===== src/hw/dtc_defs.vh =====
`ifndef DTC_DEFS_VH
`define DTC_DEFS_VH

// register indices; byte address is four times the index
`define DTC_IDX_CTRL 8'h88
`define DTC_IDX_MODE 8'h89
`define DTC_IDX_A_LOW 8'h8a
`define DTC_IDX_B_LOW 8'h8b
`define DTC_IDX_A_HIGH 8'h8c
`define DTC_IDX_B_HIGH 8'h8d

// reset value of every register
`define DTC_RESET_BYTE 8'h00

// timer_and_irq_control bit positions
`define DTC_CTL_B_OVF 7
`define DTC_CTL_B_RUN 6
`define DTC_CTL_A_OVF 5
`define DTC_CTL_A_RUN 4
`define DTC_CTL_EB_PEND 3
`define DTC_CTL_EB_TYPE 2
`define DTC_CTL_EA_PEND 1
`define DTC_CTL_EA_TYPE 0

// timer_mode_control bit positions
`define DTC_MOD_B_GATE 7
`define DTC_MOD_B_CNT 6
`define DTC_MOD_B_HI 5
`define DTC_MOD_B_LO 4
`define DTC_MOD_A_GATE 3
`define DTC_MOD_A_CNT 2
`define DTC_MOD_A_HI 1
`define DTC_MOD_A_LO 0

// mode encodings
`define DTC_MODE_12BIT 2'h0
`define DTC_MODE_16BIT 2'h1
`define DTC_MODE_RELOAD 2'h2
`define DTC_MODE_SPLIT 2'h3

// system clocks between samples of the event inputs
`define DTC_SAMPLE_CYCLES 12

`endif


===== src/hw/dtc_timer.v =====
// Functional notes
// - ext irq b type bit: one means falling edge, zero means low level
// - ext irq a type bit: one means falling edge, zero means low level
// - ext irq a pending flag holds one until its service is done
// - timer b gated: with gate set, counts only while ext irq b pin high
// - timer a gated: with gate set, counts only while ext irq a pin high
// - timer b counter-select one counts external events, else timer
// - timer a counter-select one counts external events, else timer
// - high and low count bytes readable, writable, reset to zero
// - mode 0 counts low 7 high-byte bits and low 5 low-byte bits
// - mode 0 overflow sets that timer's overflow flag
// - mode 1 uses both full bytes as one 16-bit counter
// - mode 2 low byte counts, reloads from high byte, overflow sets flag
// - mode 2 reload leaves the high byte unchanged, both timers
// - mode 3 timer a low byte is 8-bit timer under timer a controls
// - mode 3 timer a high byte runs on timer b run, sets b flag
// - timer a in mode 3 stops timer b and holds its count
// - event inputs sampled every 12 clocks, one-to-zero change counts
// - overflow flag requests interrupt, cleared when service done
// - each timer enabled only while its run bit is one, except timer a high byte in mode 3
// - ext irq b pending flag set while pending, cleared when serviced
//
// Added by the designer: the Avalon-MM slave port.
`include "dtc_defs.vh"

module dtc_timer #(
   parameter SAMPLE_CYCLES = `DTC_SAMPLE_CYCLES
) (
   input wire REF_CLK,
   input wire RST_N,
   input wire [9:0] AVS_ADDRESS,
   input wire AVS_READ,
   input wire AVS_WRITE,
   input wire [31:0] AVS_WRITEDATA,
   input wire [3:0] AVS_BYTEENABLE,
   output wire [31:0] AVS_READDATA,
   output wire AVS_WAITREQUEST,
   input wire EXT_IRQ_A_PIN,
   input wire EXT_IRQ_B_PIN,
   input wire TMR_A_EVENT_INPUT,
   input wire TMR_B_EVENT_INPUT,
   input wire TMR_A_IRQ_DONE,
   input wire TMR_B_IRQ_DONE,
   input wire EXT_IRQ_A_DONE,
   input wire EXT_IRQ_B_DONE,
   output wire TMR_A_IRQ,
   output wire TMR_B_IRQ,
   output wire EXT_IRQ_A_REQ,
   output wire EXT_IRQ_B_REQ
);

   ////////////////////////////////////////////////////////////////////
   // one step of a count pair; returns {overflow, high, low}
   function [16:0] dtc_step;
      input [1:0] mode;
      input [7:0] hi;
      input [7:0] lo;
      input en;
      reg [5:0] lo5;
      reg [7:0] hi7;
      reg [16:0] sum16;
      reg [8:0] lo9;
      begin
         lo5 = {1'b0, lo[4:0]} + 6'h01;
         hi7 = {1'b0, hi[6:0]} + {7'h00, lo5[5]};
         sum16 = {1'b0, hi, lo} + 17'h00001;
         lo9 = {1'b0, lo} + 9'h001;
         dtc_step = {1'b0, hi, lo};
         if (en) begin
            case (mode)
               `DTC_MODE_12BIT: begin
                  // unused top bits stay as written
                  dtc_step = {hi7[7], hi[7], hi7[6:0], lo[7:5], lo5[4:0]};
               end
               `DTC_MODE_16BIT: begin
                  dtc_step = sum16;
               end
               `DTC_MODE_SPLIT: begin
                  // low byte is a plain 8-bit timer, wraps with no reload
                  dtc_step = {lo9[8], hi, lo9[7:0]};
               end
               default: begin
                  // reload keeps the high byte as it is
                  dtc_step = {lo9[8], hi, (lo9[8] ? hi : lo9[7:0])};
               end
            endcase
         end
      end
   endfunction

   ////////////////////////////////////////////////////////////////////
   // pin synchronisers: ext a, ext b, event a, event b
   wire [3:0] pin_raw;
   reg [3:0] sync1_reg;
   reg [3:0] sync2_reg;
   assign pin_raw = {TMR_B_EVENT_INPUT, TMR_A_EVENT_INPUT,
                     EXT_IRQ_B_PIN, EXT_IRQ_A_PIN};

   // one loop body per pin keeps the four synchronisers identical
   genvar gi;
   generate
      for (gi = 0; gi < 4; gi = gi + 1) begin : g_sync
         // two flops, the first read only by the second
         always @(posedge REF_CLK or negedge RST_N) begin
            if (!RST_N) begin
               sync1_reg[gi] <= 1'b1;
               sync2_reg[gi] <= 1'b1;
            end else begin
               sync1_reg[gi] <= pin_raw[gi];
               sync2_reg[gi] <= sync1_reg[gi];
            end
         end
      end
   endgenerate

   // gating and level requests read only the synchronised copies
   wire ext_a_pin = sync2_reg[0];
   wire ext_b_pin = sync2_reg[1];

   ////////////////////////////////////////////////////////////////////
   // divide by the sample period; one-cycle tick
   reg [3:0] div_reg;
   // four-bit divider: the period must stay between 1 and 16 clocks
   localparam integer DIV_LAST = SAMPLE_CYCLES - 1;
   wire [3:0] div_last = DIV_LAST[3:0];
   wire tick = (div_reg == div_last);

   always @(posedge REF_CLK or negedge RST_N) begin
      if (!RST_N) begin
         div_reg <= 4'h0;
      end else if (tick) begin
         div_reg <= 4'h0;
      end else begin
         div_reg <= div_reg + 4'h1;
      end
   end

   // event input samples, taken on the tick only
   // a level held for less than one period may be missed
   reg ev_a_smp_reg;
   reg ev_b_smp_reg;
   wire ev_a_fall = tick & ev_a_smp_reg & ~sync2_reg[2];
   wire ev_b_fall = tick & ev_b_smp_reg & ~sync2_reg[3];

   always @(posedge REF_CLK or negedge RST_N) begin
      if (!RST_N) begin
         ev_a_smp_reg <= 1'b1;
         ev_b_smp_reg <= 1'b1;
      end else if (tick) begin
         ev_a_smp_reg <= sync2_reg[2];
         ev_b_smp_reg <= sync2_reg[3];
      end
   end

   // ext pin edge detect on synchronised levels
   // prev flops reset high, the idle level, so release makes no false edge
   reg ext_a_prev_reg;
   reg ext_b_prev_reg;
   wire ext_a_fall = ext_a_prev_reg & ~ext_a_pin;
   wire ext_b_fall = ext_b_prev_reg & ~ext_b_pin;

   always @(posedge REF_CLK or negedge RST_N) begin
      if (!RST_N) begin
         ext_a_prev_reg <= 1'b1;
         ext_b_prev_reg <= 1'b1;
      end else begin
         ext_a_prev_reg <= ext_a_pin;
         ext_b_prev_reg <= ext_b_pin;
      end
   end

   ////////////////////////////////////////////////////////////////////
   // registers
   reg [7:0] ctrl_reg;
   reg [7:0] mode_reg;
   reg [7:0] a_lo_reg;
   reg [7:0] a_hi_reg;
   reg [7:0] b_lo_reg;
   reg [7:0] b_hi_reg;
   reg ack_reg;
   reg [7:0] rdata_reg;

   // avalon slave: one wait cycle, answer on the second edge
   wire req = AVS_READ | AVS_WRITE;
   assign AVS_WAITREQUEST = req & ~ack_reg;
   assign AVS_READDATA = {24'h000000, rdata_reg};

   // register select, one bit per register; shared by write and read decode
   function [5:0] dtc_sel;
      input [7:0] index;
      input ok;
      begin
         dtc_sel = 6'h00;
         if (ok) begin
            case (index)
               `DTC_IDX_CTRL: dtc_sel = 6'h01;
               `DTC_IDX_MODE: dtc_sel = 6'h02;
               `DTC_IDX_A_LOW: dtc_sel = 6'h04;
               `DTC_IDX_B_LOW: dtc_sel = 6'h08;
               `DTC_IDX_A_HIGH: dtc_sel = 6'h10;
               `DTC_IDX_B_HIGH: dtc_sel = 6'h20;
               default: dtc_sel = 6'h00;
            endcase
         end
      end
   endfunction

   wire word_ok = (AVS_ADDRESS[1:0] == 2'b00);
   wire [7:0] idx = AVS_ADDRESS[9:2];
   wire [5:0] sel = dtc_sel(idx, word_ok);
   wire wr_go = AVS_WRITE & ack_reg & AVS_BYTEENABLE[0];
   wire [7:0] wd = AVS_WRITEDATA[7:0];
   wire wr_ctrl = wr_go & sel[0];
   wire wr_mode = wr_go & sel[1];
   wire wr_a_lo = wr_go & sel[2];
   wire wr_b_lo = wr_go & sel[3];
   wire wr_a_hi = wr_go & sel[4];
   wire wr_b_hi = wr_go & sel[5];

   ////////////////////////////////////////////////////////////////////
   // control field views
   wire tmr_b_run = ctrl_reg[`DTC_CTL_B_RUN];
   wire tmr_a_run = ctrl_reg[`DTC_CTL_A_RUN];
   wire ext_irq_b_type_select = ctrl_reg[`DTC_CTL_EB_TYPE];
   wire ext_irq_a_type_select = ctrl_reg[`DTC_CTL_EA_TYPE];
   wire tmr_b_pin_gating = mode_reg[`DTC_MOD_B_GATE];
   wire tmr_a_pin_gating = mode_reg[`DTC_MOD_A_GATE];
   wire tmr_b_counter_select = mode_reg[`DTC_MOD_B_CNT];
   wire tmr_a_counter_select = mode_reg[`DTC_MOD_A_CNT];
   wire [1:0] tmr_b_mode_field = mode_reg[`DTC_MOD_B_HI:`DTC_MOD_B_LO];
   wire [1:0] tmr_a_mode_field = mode_reg[`DTC_MOD_A_HI:`DTC_MOD_A_LO];
   wire a_split = (tmr_a_mode_field == `DTC_MODE_SPLIT);
   wire b_split = (tmr_b_mode_field == `DTC_MODE_SPLIT);

   // enables: run bit, optional pin gate, then event or tick source
   wire a_gate_ok = ~tmr_a_pin_gating | ext_a_pin;
   wire b_gate_ok = ~tmr_b_pin_gating | ext_b_pin;
   wire a_src = tmr_a_counter_select ? ev_a_fall : tick;
   wire b_src = tmr_b_counter_select ? ev_b_fall : tick;
   wire a_en = tmr_a_run & a_gate_ok & a_src;
   // timer b frozen while a is split, and in its own mode 3
   wire b_en = tmr_b_run & b_gate_ok & b_src & ~a_split & ~b_split;
   // split high byte is always a timer, run by timer b's bit
   wire ah_en = a_split & tmr_b_run & tick;

   // step results
   wire [16:0] a_step = dtc_step(tmr_a_mode_field, a_hi_reg, a_lo_reg, a_en);
   wire [16:0] b_step = dtc_step(tmr_b_mode_field, b_hi_reg, b_lo_reg, b_en);
   wire [8:0] ah_sum = {1'b0, a_hi_reg} + 9'h001;
   wire ah_ovf = ah_en & ah_sum[8];
   wire a_ovf = a_step[16];
   wire b_ovf = b_step[16] | ah_ovf;

   // split mode high byte comes from its own counter
   wire [7:0] a_hi_new = a_split ? (ah_en ? ah_sum[7:0] : a_hi_reg)
                                 : a_step[15:8];

   ////////////////////////////////////////////////////////////////////
   // external interrupt requests
   wire ea_set = ext_irq_a_type_select & ext_a_fall;
   wire eb_set = ext_irq_b_type_select & ext_b_fall;
   wire ea_pend = ctrl_reg[`DTC_CTL_EA_PEND];
   wire eb_pend = ctrl_reg[`DTC_CTL_EB_PEND];
   // level type follows the pin; nothing is latched
   assign EXT_IRQ_A_REQ = ext_irq_a_type_select ? ea_pend : ~ext_a_pin;
   assign EXT_IRQ_B_REQ = ext_irq_b_type_select ? eb_pend : ~ext_b_pin;
   // the overflow flags are the requests, so a done pulse drops them
   assign TMR_A_IRQ = ctrl_reg[`DTC_CTL_A_OVF];
   assign TMR_B_IRQ = ctrl_reg[`DTC_CTL_B_OVF];

   // sticky flag: hardware set wins over write and service clear
   // the set wins so an event in the clearing cycle is never lost
   function flag_next;
      input cur;
      input set;
      input wr;
      input wbit;
      input done;
      begin
         if (set) begin
            flag_next = 1'b1;
         end else if (wr) begin
            flag_next = wbit;
         end else if (done) begin
            flag_next = 1'b0;
         end else begin
            flag_next = cur;
         end
      end
   endfunction

   // a pending bit written as one in level type is dropped below
   reg [7:0] ctrl_next;
   always @* begin
      ctrl_next = wr_ctrl ? wd : ctrl_reg;
      ctrl_next[`DTC_CTL_B_OVF] = flag_next(ctrl_reg[`DTC_CTL_B_OVF], b_ovf,
         wr_ctrl, wd[`DTC_CTL_B_OVF], TMR_B_IRQ_DONE);
      ctrl_next[`DTC_CTL_A_OVF] = flag_next(ctrl_reg[`DTC_CTL_A_OVF], a_ovf,
         wr_ctrl, wd[`DTC_CTL_A_OVF], TMR_A_IRQ_DONE);
      ctrl_next[`DTC_CTL_EB_PEND] = flag_next(eb_pend, eb_set,
         wr_ctrl, wd[`DTC_CTL_EB_PEND], EXT_IRQ_B_DONE);
      ctrl_next[`DTC_CTL_EA_PEND] = flag_next(ea_pend, ea_set,
         wr_ctrl, wd[`DTC_CTL_EA_PEND], EXT_IRQ_A_DONE);
      // a level-type line never holds a latched flag
      if (!ctrl_next[`DTC_CTL_EA_TYPE]) begin
         ctrl_next[`DTC_CTL_EA_PEND] = 1'b0;
      end
      if (!ctrl_next[`DTC_CTL_EB_TYPE]) begin
         ctrl_next[`DTC_CTL_EB_PEND] = 1'b0;
      end
   end

   ////////////////////////////////////////////////////////////////////
   // state update; a bus write to a count byte overrides its step
   // a 16-bit count read as two bytes may tear while the timer runs
   always @(posedge REF_CLK or negedge RST_N) begin
      if (!RST_N) begin
         ctrl_reg <= `DTC_RESET_BYTE;
         mode_reg <= `DTC_RESET_BYTE;
         a_lo_reg <= `DTC_RESET_BYTE;
         a_hi_reg <= `DTC_RESET_BYTE;
         b_lo_reg <= `DTC_RESET_BYTE;
         b_hi_reg <= `DTC_RESET_BYTE;
      end else begin
         ctrl_reg <= ctrl_next;
         if (wr_mode) begin
            mode_reg <= wd;
         end
         a_lo_reg <= wr_a_lo ? wd : a_step[7:0];
         a_hi_reg <= wr_a_hi ? wd : a_hi_new;
         b_lo_reg <= wr_b_lo ? wd : b_step[7:0];
         b_hi_reg <= wr_b_hi ? wd : b_step[15:8];
      end
   end

   ////////////////////////////////////////////////////////////////////
   // read mux; pending bits show the live request in level type
   reg [7:0] rd_mux;
   always @* begin
      rd_mux = 8'h00;
      case (sel)
         6'h01: begin
            rd_mux = ctrl_reg;
            rd_mux[`DTC_CTL_EA_PEND] = EXT_IRQ_A_REQ;
            rd_mux[`DTC_CTL_EB_PEND] = EXT_IRQ_B_REQ;
         end
         6'h02: rd_mux = mode_reg;
         6'h04: rd_mux = a_lo_reg;
         6'h08: rd_mux = b_lo_reg;
         6'h10: rd_mux = a_hi_reg;
         6'h20: rd_mux = b_hi_reg;
         default: rd_mux = 8'h00;
      endcase
   end

   // bus handshake: data captured in the wait cycle, held after
   // fixed single wait state, the same for every index and direction
   always @(posedge REF_CLK or negedge RST_N) begin
      if (!RST_N) begin
         ack_reg <= 1'b0;
         rdata_reg <= 8'h00;
      end else begin
         ack_reg <= req & ~ack_reg;
         if (AVS_READ & ~ack_reg) begin
            rdata_reg <= rd_mux;
         end
      end
   end

endmodule // dtc_timer


===== config.mk =====
export PLATFORM = sky130hd
export DESIGN_NAME = dtc_timer
export DESIGN_NICKNAME = d
export VERILOG_FILES = /design/src/hw/dtc_timer.v
export VERILOG_INCLUDE_DIRS = /design/src /design/src/hw
export SDC_FILE = /design/constraint.sdc
export NUM_CORES = 1
export LEC_CHECK = 0
export BUFFER_PORTS_ARGS = -buffer_cell sky130_fd_sc_hd__buf_2
export CAP_MARGIN = 15
export CORE_UTILIZATION = 29
export CTS_CLUSTER_DIAMETER = 150
export CTS_CLUSTER_SIZE = 14
export DETAILED_ROUTE_END_ITERATION = 10
export GPL_TIMING_DRIVEN = 0
export PLACE_DENSITY = 0.51
export SYNTH_ARGS = -nofsm -noshare
export SYNTH_HDL_FRONTEND = slang
export SYNTH_SLANG_ARGS = --single-unit

===== constraint.sdc =====
create_clock -name REF_CLK -period 4.03 [get_ports REF_CLK]
set_clock_uncertainty 0.2 [all_clocks]
set_input_delay 0.403 -clock REF_CLK [delete_from_list [all_inputs] [get_ports REF_CLK]]
set_output_delay 0.403 -clock REF_CLK [all_outputs]
set_load 0.05 [all_outputs]

# After elaboration in Yosys (flattened, before gate mapping)
# Cells that the tools add are included.
# totals
reg_bits	73
latchBits	0
mem_bits_rw	0
romBits	0
output_inout_bits	37
n_memories	0
# classes
addsub	10
n_mul	0
div_mod_pow	0
magnitude_cmp	0
n_eq_ne	25
shifts	0
mux	35
bitwise	40
n_reduce_logical	19
# op_table
operator	n
$pmux W17 S3	2
$mux W8	8
$eq A8 B8 Y1 const B	6
$pmux W8 S6	1
$pmux W6 S6	1
$add A16 B1 Y17 const B	2
$mux W17	2
$add A8 B1 Y9 const B	3
$and A1 B1 Y1	27
$mux W1	18
$add A7 B1 Y8	2
$reduce_bool A3 Y1	5
$add A5 B1 Y6 const B	2
$not A1 Y1	9
$ne A2 B2 Y1 const B	4
$ne A4 B4 Y1 const B	2
$reduce_and A4 Y1	2
$reduce_bool A2 Y1	4
$eq A6 B1 Y1 const B	1
$eq A6 B2 Y1 const B	1
$eq A6 B3 Y1 const B	1
$eq A6 B4 Y1 const B	1
$eq A6 B5 Y1 const B	1
$eq A6 B6 Y1 const B	1
13 further kinds	23

# Longest topological paths before layout
# Gate-level depths: netlist of the first run.
# depth
word_depth	10
depth_mapped	10

# Worst setup path after synthesis of the first run
# Ideal clock, no wire load.
# synth_timing
path_kind	reg-to-reg
from	register ctrl_reg[2]
to	register rdata_reg[3]
setup_ns	0.083
arrival_ns	2.241
required_ns	3.747
path_slack_ns	1.506
stages_incl_launch_ff	6
path_cell_list	dfrtp_1 o21ai_0 a22oi_1 o221a_2 a2bb2oi_1 o21ai_0
# synth_via
elab_chain_len	2
# synth_rtl
item	line	text
from (decl)	dtc_timer.v:174	reg [7:0] ctrl_reg;
from (signal assigned)	dtc_timer.v:318	ctrl_reg <= `DTC_RESET_BYTE;
from (signal assigned)	dtc_timer.v:325	ctrl_reg <= ctrl_next;
$mux W1	dtc_timer.v:266	assign EXT_IRQ_B_REQ = ext_irq_b_type_select ? eb_pend : ~ext_b_pin;
via EXT_IRQ_B_REQ	dtc_timer.v:49	output wire EXT_IRQ_B_REQ
$pmux W8 S6	dtc_timer.v:341	case (sel)
to (signal assigned)	dtc_timer.v:365	rdata_reg <= rd_mux;
to (decl)	dtc_timer.v:181	reg [7:0] rdata_reg;
# The timed path passes the listed nets, and every way through them passes these cells.
# A chain may end at the register's enable or synchronous reset.

# Worst setup path after layout of the first run
# layout_timing
from	register a_lo_reg[0]
to	register a_hi_reg[5]
# layout_via
elab_chain_len	6
# layout_rtl
item	line	text
from (decl)	dtc_timer.v:176	reg [7:0] a_lo_reg;
from (signal assigned)	dtc_timer.v:320	a_lo_reg <= `DTC_RESET_BYTE;
from (signal assigned)	dtc_timer.v:329	a_lo_reg <= wr_a_lo ? wd : a_step[7:0];
$add A5 B1 Y6	dtc_timer.v:64	lo5 = {1'b0, lo[4:0]} + 6'h01;
$add A7 B1 Y8	dtc_timer.v:65	hi7 = {1'b0, hi[6:0]} + {7'h00, lo5[5]};
$pmux W17 S3 *	dtc_timer.v:70	case (mode)
$mux W17 *	dtc_timer.v:69	if (en) begin
$mux W8 *	dtc_timer.v:255	wire [7:0] a_hi_new = a_split ? (ah_en ? ah_sum[7:0] : a_hi_reg)
$mux W8 *	dtc_timer.v:330	a_hi_reg <= wr_a_hi ? wd : a_hi_new;
to (signal assigned)	dtc_timer.v:321	a_hi_reg <= `DTC_RESET_BYTE;
to (signal assigned)	dtc_timer.v:330	
to (decl)	dtc_timer.v:177	reg [7:0] a_hi_reg;
# Every way passes the cells marked *; elsewhere a longest branch is shown, timed or not. The select of a mux whose other input is x is not followed.

==> results_dict.tcl, run 1 <==
set metrics [dict create \
    remaining_drc_errors 0 \
    netlist_top_cells_area "dfrtp_1, dfstp_2, nand2_1, nor2_1, o21ai_0" \
    relSlewSlack 0.389 \
    worst_slack_ns 1.28 \
    cp_top_family "simple AND/OR/NAND/NOR gates" \
    yosys.area.top_type_share 0.311 \
    dpl.hpwl_mm 11.4 \
    syn_inst 569 \
    hp-class "in2reg" \
    peakVddDrop_uv 182 \
    layout-drive-gt1-share 0.201 \
    slowest_stage "or4_1" \
    synth.distinct_cells 69 \
    antenna_found_initial 1 \
    wire_per_inst_um 17.7 \
    hold_violations 0 \
    finalCritPeriodShare 0.682 \
    start_util 0.296 \
    dieHeight_um 132 \
    multi_input_area_mm2 0.00279 \
    clock_path_buffers 2 \
    routed_wl_mm 15.5 \
    slew_viol_final 0 \
    cts_buffers 9 \
    dieArea_mm2 0.0175 \
    crit_required_ns 4.11 \
    crit_arrival_ns 2.83 \
    portBuffers 43 \
    antenna_cells 0 \
    p_leak_uw 0.00235 \
    pre_cts_ws_ns 1.35 \
    vias 4576 \
    root_buffer "clkbuf_16" \
    core_mm2 0.0166 \
    final_antenna_net_count 0 \
    synth-async-reset-ratio 1.00 \
    clock-sinks 73 \
    synth-edff-count 0 \
    cp-end-kind "flip-flop" \
    finalSetupViolCount 0 \
    fin_nets 718 \
    post_cts_resized 0 \
    num_rows 47 \
    finalSetupTns_ns 0 \
    tightest_slew_ns 0.915 \
    clk_pin_slew_ns 0.07 \
    vias_per_cell 5.22 \
    drt_pre_antenna_iters 5 \
    cts_tree "done" \
    rsz0062_at_grt "false" \
    syn_to_final_growth_pct 19.8 \
    fill_cells 1755 \
    gp_congestion 0.864 \
    crit_path_max_incr_delay_ns 0.50 \
    htree_levels 3 \
    regArea_mm2 0.00184 \
    ys_seq_area_frac 0.375 \
    crit_buf_inv 0 \
    drv_cap 0 \
    worstSetupPathType "reg2reg" \
    outcome "finished clean" \
    max_freq_mhz 364 \
    cp_cell_sequence "nand3_1 > nor2_1 > ha_1 > nand3_1 > nor2_1 > a21oi_1 > or4_1 > mux2_1 > o21ai_1" \
    die_w_um 132 \
    grt_start_max_net_pins 49 \
    start_kind "flip-flop" \
    drt_iter0_drc 383 \
    power_uw 1830 \
    clk-insertion-delay-late_ns 0.35 \
    yosysWarnings 0 \
    yosys.area.top_type "dfrtp_1" \
    p_per_area_mw_per_mm2 312 \
    path_max_fanout 7 \
    grt_use_total 0.181 \
    design.portCount 95 \
    netlist_area_mm2 0.00491 \
    synth-seq-cells 73 \
    first_global_vias 4363 \
    grt_pass1_wl_mm 24.0 \
    finalCriticalPeriod_ns 2.75 \
    synth_flop_cell "dfrtp_1" \
    syn_area_per_cell_um2 8.64 \
    overflow 0 \
]
==> worst register-to-register path, stage by stage (launching register included) <==
cell and delay, ns:
dfrtp_1 0.49, nand3_1 0.22, nor2_1 0.25, ha_1 0.23
nand3_1 0.16, nor2_1 0.14, a21oi_1 0.06, or4_1 0.50
mux2_1 0.32, o21ai_1 0.11
==> cells in the final DEF, fill, tap and decap left out, types with 13 or more instances in the layout <==
| cell | n |
|---|---|
| inv_1 | 13 |
| o21ai_0 | 38 |
| buf_4 | 26 |
| conb_1 | 24 |
| nand2_1 | 62 |
| nand3_1 | 16 |
| nor3_1 | 13 |
| dfrtp_1 | 61 |
| a21oi_1 | 30 |
| a22oi_1 | 15 |
| clkbuf_1 | 22 |
| nor2_1 | 55 |
| o21ai_1 | 14 |
| buf_2 | 51 |
==> report_power, final <==
part	internal, µW	switching [µW]	leakage [µW]
Clock	499	349	0.000158
Combinational	67.0	149	0.00133
Sequential	752	15.8	0.000864
==> final timing paths <==
path                                          from                       to  depth (start not counted)  slack, ns
setup / recovery           a_lo_reg[0]$_DFFE_PN0P_  a_hi_reg[5]$_DFFE_PN0P_                          9       1.28
setup reg to reg           a_lo_reg[0]$_DFFE_PN0P_  a_hi_reg[5]$_DFFE_PN0P_                          9       1.28
hold reg to reg             sync1_reg[3]$_DFF_PN1_   sync2_reg[3]$_DFF_PN1_                          0       0.16
max in group asynchronous                    RST_N      ext_b_pin$_DFF_PN1_                          3       2.73
min in group asynchronous                    RST_N  a_hi_reg[5]$_DFFE_PN0P_                          2       0.31
hold / removal                            AVS_READ        ack_reg$_DFF_PN0_                          3       0.14
==> per-stage QoR <==
| step | hold WS (ns) | instances | util | cell area, µm² |
|---|---|---|---|---|
| global placement | 0.146 | 855 | 0.331 | 5490 |
| global route | 0.157 | 877 | 0.355 | 5880 |
| finish | 0.142 | 877 | 0.355 | 5880 |
| CTS | 0.135 | 877 | 0.355 | 5880 |
| floorplan | -0.0926 | 592 | - | 5000 |
| detailed placement | 0.147 | 856 | 0.333 | 5520 |
==> routing by layer <==
| layer | wire length [µm] | global-route usage | up-vias |
|---|---|---|---|
| li1 | - | - | 2177 |
| met1 | 7120 | 0.240 | 2211 |
| met2 | 7170 | 0.292 | 161 |
| met3 | 888 | 0.0419 | 27 |
| met4 | 345 | 0.0536 | 0 |
| met5 | 0 | 0 | - |
==> synthesized netlist by cell type, types with 8 or more instances <==
library cell / number
ha_1: 8
dfstp_2: 12
a211oi_1: 10
a21oi_1: 30
nand4_1: 9
mux2_2: 11
nor3_1: 13
nand3_1: 16
buf_4: 25
dfrtp_1: 61
xor2_1: 9
o21ai_1: 14
nand2_1: 62
nor2_1: 55
clkbuf_1: 22
xnor2_1: 12
buf_2: 9
o21ai_0: 38
inv_1: 13
mux2_1: 10
a22oi_1: 15
==> layout make-up <==
cell class | instances | share of cell area
plain buffers | 57 | 0.0542
flip-flops and latches | 73 | 0.313
inverters | 13 | 0.00829
multi-input cells | 449 | 0.474
repair buffers | 49 | 0.0502
clock inverters | 5 | 0.00659
well taps | 220 | 0.0468
clock buffers | 11 | 0.0468
==> repair_timing <==
item                      in CTS  in global routing
hold endpoints to repair      21                  0
hold buffers                   5                  0
setup buffers                  0                  0
==> logic make-up after synthesis <==
family	share of synthesized area
XOR/XNOR	0.0374
adder cells (fa/ha/maj)	0.0204
flip-flops	0.375
AO/OA/AOI/OAI	0.204
buffers and inverters	0.0749
AND/OR/NAND/NOR	0.226
multiplexers	0.0624
other	0.000763
Power figures use the tool's default switching activity.
==> inputs of run 2 (changes only) <==
--- a/config.mk
+++ b/config.mk
@@ -6,6 +6,7 @@
 export SDC_FILE = /design/constraint.sdc
 export NUM_CORES = 1
 export LEC_CHECK = 0
+export ABC_AREA = 1
 export BUFFER_PORTS_ARGS = -buffer_cell sky130_fd_sc_hd__buf_2
 export CAP_MARGIN = 15
 export CORE_UTILIZATION = 29
==> constraint.sdc (replaced) <==
create_clock -name REF_CLK -period 2.6 [get_ports REF_CLK]
set_clock_uncertainty 0.2 [all_clocks]
set_input_delay 0.26 -clock REF_CLK [delete_from_list [all_inputs] [get_ports REF_CLK]]
set_output_delay 0.26 -clock REF_CLK [all_outputs]
set_load 0.05 [all_outputs]
==> results_dict.tcl, run 2 <==
set metrics [dict create \
    peakVddDrop_uv 315 \
    r2r_end "a_hi_reg[4]$_DFFE_PN0P_" \
    remaining_drc_errors 0 \
    yosys.area.top_type "dfrtp_1" \
    cts_setup_buffers 0 \
    drt_iter0_drc 487 \
    crit_required_ns 2.69 \
    slew_viol_final 0 \
    start_kind "flip-flop" \
    wire_per_inst_um 15.8 \
    synth_flop_cell "dfrtp_1" \
    vias 5475 \
    finalCriticalPeriod_ns 2.40 \
    dieArea_mm2 0.0193 \
    dieHeight_um 139 \
    path_max_fanout 6 \
    finalCritPeriodShare 0.924 \
    worstHoldPathCells 4 \
    design.portCount 95 \
    hold_violations 0 \
    p_per_area_mw_per_mm2 448 \
    portBuffers 43 \
    final_core_util 0.358 \
    grt_pass1_wl_mm 28.7 \
    netlist_top_cells_area "dfrtp_1, nand2_1, inv_1, dfstp_2, nand3_1" \
    core_mm2 0.0181 \
    num_rows 49 \
    clk-insertion-delay-late_ns 0.35 \
    synth-async-reset-ratio 1.00 \
    drv_cap 0 \
    yosys.cell_count.top_type "nand2_1" \
    clk_pin_slew_ns 0.06 \
    relSlewSlack 0.650 \
    start_util 0.300 \
    rsz0062_at_grt "false" \
    tightest_slew_ns 0.523 \
    root_buffer "clkbuf_16" \
    grtUsageMet3 0.0262 \
    reg2reg_depth 12 \
    grtUsageMet1 0.278 \
    worst_hold_path.endpoint "ctrl_reg[5]$_DFFE_PN0P_" \
    synth_common_cells "nand2_1, inv_1, nor2_1" \
    routed_wl_mm 18.0 \
    final_antenna_net_count 0 \
    htree_levels 3 \
    timing.rr.start "a_lo_reg[2]$_DFFE_PN0P_" \
    syn_inst 816 \
    rrSetupSlack_ns 0.20 \
    synth-seq-cells 73 \
    syn_to_final_growth_pct 19.4 \
    min_from "TMR_A_IRQ_DONE" \
    die_w_um 139 \
    cp-end-kind "flip-flop" \
    final_common_cell "nand2_1" \
    crit_arrival_ns 2.49 \
    syn_area_per_cell_um2 6.67 \
    whs_ns 0.0179 \
    max_freq_mhz 416 \
    antenna_cells 0 \
    top_usage_layer "met2" \
    clock_path_buffers 2 \
    cts_tree "done" \
    fin_nets 971 \
    vias_per_cell 4.81 \
    yosys.area.top_type_share 0.280 \
    yosysWarnings 0 \
    ys_seq_area_frac 0.338 \
    gp_congestion 0.898 \
    hp-class "in2reg" \
    cts_buffers 9 \
    outcome "finished clean" \
    drt_pre_antenna_iters 7 \
    overflow 0 \
    dpl.hpwl_mm 13.7 \
    grt_use_total 0.194 \
    worstSetupPathType "reg2reg" \
    finalSetupTns_ns 0 \
    synth-edff-count 0 \
    p_leak_uw 0.00310 \
    first_global_vias 5091 \
    layout-drive-gt1-share 0.180 \
    antenna_found_initial 0 \
    finalSetupViolCount 0 \
    grt_start_max_net_pins 65 \
    netlist_area_mm2 0.00544 \
    grt_use_met2 0.297 \
    clock-sinks 73 \
    synth.distinct_cells 41 \
    mostFrequentLayoutCells "nand2_1, inv_1, nor2_1, nand3_1, dfrtp_1" \
]
## run 2: worst max-delay path, stage by stage, from the launching register on
cell and delay [ns]:
dfrtp_1 0.47, nand3_1 0.24, nor2_4 0.19, ha_1 0.25, ha_1 0.26, nand2_1 0.12, o21ai_0 0.16, o211ai_1 0.11
o21ai_1 0.10, nand2_1 0.06, nand2_1 0.09, nand2_1 0.05, nand2_1 0.05
## run 2: logic make-up (layout without fill, tap and decap cells)
family / count (synthesis) / after routing / share of synthesized area
simple gates: 442 / 442 / 0.360
buf+inv: 150 / 221 / 0.124
compound gates: 134 / 134 / 0.145
flops: 73 / 73 / 0.338
fa+ha+maj: 8 / 8 / 0.0184
xor+xnor: 8 / 8 / 0.0129
other cells: 1 / 24 / 0.000689
## run 2: worst max-delay path by stage
stage	slack, ns	to	cells past startpoint	startpoint
finish	0.20	a_hi_reg[4]$_DFFE_PN0P_	12	a_lo_reg[2]$_DFFE_PN0P_
global route	0.001	a_hi_reg[4]$_DFFE_PN0P_	12	a_lo_reg[2]$_DFFE_PN0P_
CTS	0.10	a_hi_reg[4]$_DFFE_PN0P_	12	a_lo_reg[2]$_DFFE_PN0P_
detailed placement	0.12	a_hi_reg[4]$_DFFE_PN0P_	12	a_lo_reg[2]$_DFFE_PN0P_
global placement	0.09	a_hi_reg[4]$_DFFE_PN0P_	12	a_lo_reg[2]$_DFFE_PN0P_
floorplan	0.33	rdata_reg[1]$_DFFE_PN0P_	7	ctrl_reg[0]$_DFF_PN0_
## run 2: layout make-up
type                            instances  area [µm²]
Buffer                                 35         244
Clock buffer                           11         253
Clock inverter                          5        62.6
Fill cell                            2009       11600
Inverter                              115         433
Multi-Input combinational cell        616        3020
Sequential cell                        73        1840
Tap cell                              229         287
Timing Repair Buffer                   55         355
## run 2: per-stage QoR
stage / total power (µW) / instance area (µm²) / worst slack [ns] / cells
6_report: 2910 / 6500 / 0.198 / 1139
5_1_grt: 3030 / 6500 / 0.00136 / 1139
4_1_cts: 2950 / 6490 / 0.101 / 1139
3_5_place_dp: 1580 / 6060 / 0.117 / 1112
3_3_place_gp: 1570 / 6030 / 0.0931 / 1111
2_1_floorplan: 1450 / 5530 / 0.333 / 839
## run 2: metal layers
layer / routed length (µm) / share of wire
met5: 0 / 0
met4: 352 / 0.020
met3: 946 / 0.053
met2: 7830 / 0.44
met1: 8840 / 0.49
## run 2: power breakdown
part	switching [µW]	internal (µW)
Clock	541	801
Sequential	22.6	1170
Combinational	266	106
Total	829	2080
## run 2: repair_timing
action                     in CTS  in global routing
gates resized for setup         0                  3
hold endpoints to repair       70                  0
hold buffers                   11                  0
setup endpoints to repair       0                  3
==> inputs of run 3 (changes only) <==
--- a/config.mk
+++ b/config.mk
@@ -9,12 +9,14 @@
 export ABC_AREA = 1
 export BUFFER_PORTS_ARGS = -buffer_cell sky130_fd_sc_hd__buf_2
 export CAP_MARGIN = 15
+export CELL_PAD_IN_SITES_DETAIL_PLACEMENT = 1
+export CELL_PAD_IN_SITES_GLOBAL_PLACEMENT = 2
 export CORE_UTILIZATION = 29
 export CTS_CLUSTER_DIAMETER = 150
 export CTS_CLUSTER_SIZE = 14
 export DETAILED_ROUTE_END_ITERATION = 10
 export GPL_TIMING_DRIVEN = 0
-export PLACE_DENSITY = 0.51
+export PLACE_DENSITY = 0.8
 export SYNTH_ARGS = -nofsm -noshare
 export SYNTH_HDL_FRONTEND = slang
 export SYNTH_SLANG_ARGS = --single-unit
==> results_dict.tcl, run 3 (same netlist as run 2, synthesis figures left out) <==
set metrics [dict create \
    outcome "finished clean" \
    gp_congestion 0.888 \
    cts_buffers 9 \
    path_max_fanout 6 \
    slew_viol_final 0 \
    p_per_area_mw_per_mm2 444 \
    r2r_end "a_hi_reg[4]$_DFFE_PN0P_" \
    finalSetupViolCount 0 \
    cts_setup_buffers 0 \
    p_leak_uw 0.00309 \
    crit_required_ns 2.69 \
    num_rows 49 \
    crit_arrival_ns 2.50 \
    worst_hold_path.endpoint "ack_reg$_DFF_PN0_" \
    first_global_vias 5679 \
    fin_nets 970 \
    vias 5627 \
    worst_slack_ns 0.192 \
    worstHoldPathCells 3 \
    core_mm2 0.0181 \
    tightest_slew_ns 0.552 \
    crit_path_max_incr_delay_ns 0.47 \
    p_clk_frac 0.454 \
    peakVddDrop_uv 345 \
    start_kind "flip-flop" \
    grt_start_max_net_pins 58 \
    reg2reg_depth 12 \
    clock_path_buffers 2 \
    portBuffers 43 \
    pre_cts_ws_ns 0.113 \
    drv_cap 0 \
    timing.rr.start "a_lo_reg[2]$_DFFE_PN0P_" \
    drt_pre_antenna_iters 7 \
    final_common_cell "nand2_1" \
    hp-class "in2reg" \
    final_antenna_net_count 0 \
    clock-sinks 73 \
    htree_levels 3 \
    finalCritPeriodShare 0.926 \
    finalCriticalPeriod_ns 2.41 \
    routed_wl_mm 20.2 \
    hold_violations 0 \
    p_sw_frac 0.304 \
    rrSetupSlack_ns 0.19 \
    syn_to_final_growth_pct 19.0 \
    grt_pass1_wl_mm 32.5 \
    cp_cell_sequence "nand3_1 > nor2_4 > ha_1 > ha_1 > nand2_1 > o21ai_0 > o211ai_1 > o21ai_1 > nand2_1 > nand2_1 > nand2_1 > nand2_1" \
    dieArea_mm2 0.0193 \
    vias_per_cell 4.94 \
    root_buffer "clkbuf_16" \
    internal_power_uw 2000 \
    max_freq_mhz 415 \
    antenna_cells 0 \
    remaining_drc_errors 0 \
    clk-insertion-delay-late_ns 0.35 \
    layout-drive-gt1-share 0.180 \
    power_frac_comb 0.130 \
    dieHeight_um 139 \
    finalSetupTns_ns 0 \
    p_sw_uw 874 \
    grt_use_total 0.219 \
    clk_pin_slew_ns 0.07 \
    power_frac_seq 0.416 \
    start_util 0.300 \
    relSlewSlack 0.631 \
    mostFrequentLayoutCells "nand2_1, inv_1, nor2_1, nand3_1, dfrtp_1" \
    cts_tree "done" \
    cp-end-kind "flip-flop" \
    min_from "AVS_WRITE" \
    dpl.hpwl_mm 15.6 \
    antenna_found_initial 0 \
    design.portCount 95 \
    rsz0062_at_grt "false" \
    overflow 0 \
    cp_common_cell "nand2_1" \
    drt_iter0_drc 314 \
    die_w_um 139 \
    wire_per_inst_um 17.7 \
    slowest_stage "dfrtp_1" \
    worstSetupPathType "reg2reg" \
]
==> run 3: cell types whose count changed in the layout (fill, tap and decap cells not counted), sizes merged <==
cell and change:
clkbuf -1, bufinv -1, clkinv -1, inv +3
dlygate4sd3 -1
==> run 3: how the worst max path moves through the flow <==
| stage | start | endpoint | depth (start not counted) |
|---|---|---|---|
| finish | a_lo_reg[2]$_DFFE_PN0P_ | a_hi_reg[4]$_DFFE_PN0P_ | 12 |
| global route | a_lo_reg[2]$_DFFE_PN0P_ | a_hi_reg[4]$_DFFE_PN0P_ | 12 |
| CTS | a_lo_reg[2]$_DFFE_PN0P_ | a_hi_reg[4]$_DFFE_PN0P_ | 12 |
| detailed placement | a_lo_reg[2]$_DFFE_PN0P_ | a_hi_reg[4]$_DFFE_PN0P_ | 12 |
| global placement | a_lo_reg[2]$_DFFE_PN0P_ | a_hi_reg[4]$_DFFE_PN0P_ | 12 |
| floorplan | ctrl_reg[0]$_DFF_PN0_ | rdata_reg[1]$_DFFE_PN0P_ | 7 |
==> run 3: metal layers <==
layer / vias up / share of wire / track usage
li1: 2774 / - / -
met1: 2708 / 0.49 / 0.305
met2: 128 / 0.46 / 0.360
met3: 17 / 0.041 / 0.0287
met4: 0 / 0.012 / 0.0509
met5: - / 0 / 0
==> run 3: power groups by stage <==
stage,clock (µW),sequential (µW),combinational [µW]
6_report,1310,1200,372
5_1_grt,1380,1200,408
4_1_cts,1350,1200,375
3_5_place_dp,0,1220,363
3_3_place_gp,0,1210,354
2_1_floorplan,0,1210,240
==> run 3: worst max-delay path, delay by kind of cell, from the launching register on <==
family                     cells  cell delay (ns)
AOI/OAI and AO/OA              3             0.41
adders and majority gates      2             0.48
DFF                            1             0.47
and+or+nand+nor                7             0.79
==> run 3: timing repair <==
item | in CTS | in global routing
endpoints found under the setup margin | 0 | 3
gates resized for setup | 0 | 3
hold buffers | 10 | 0
endpoints found under the hold margin | 70 | 0
==> run 3: cell type report <==
type                            count  area (µm²)
Fill cell                        2420       11700
Tap cell                          229         287
Clock inverter                      6        52.6
Clock buffer                       10         250
Sequential cell                    73        1840
Timing Repair Buffer               54         345
Buffer                             35         244
Multi-Input combinational cell    616        3020
Inverter                          115         433
==> run 3: through the flow <==
stage / total power [µW] / std cells / hold WS (ns) / util / cell area, µm²
final: 2870 / 1138 / 0.0140 / 0.357 / 6480
after floorplan: 1450 / 839 / -0.236 / - / 5530
after detailed placement: 1580 / 1112 / -0.0376 / 0.334 / 6060
after global routing: 2990 / 1138 / 0.0502 / 0.357 / 6480
after global placement: 1570 / 1111 / 0.145 / 0.332 / 6030
after CTS: 2920 / 1138 / 0.0107 / 0.356 / 6460
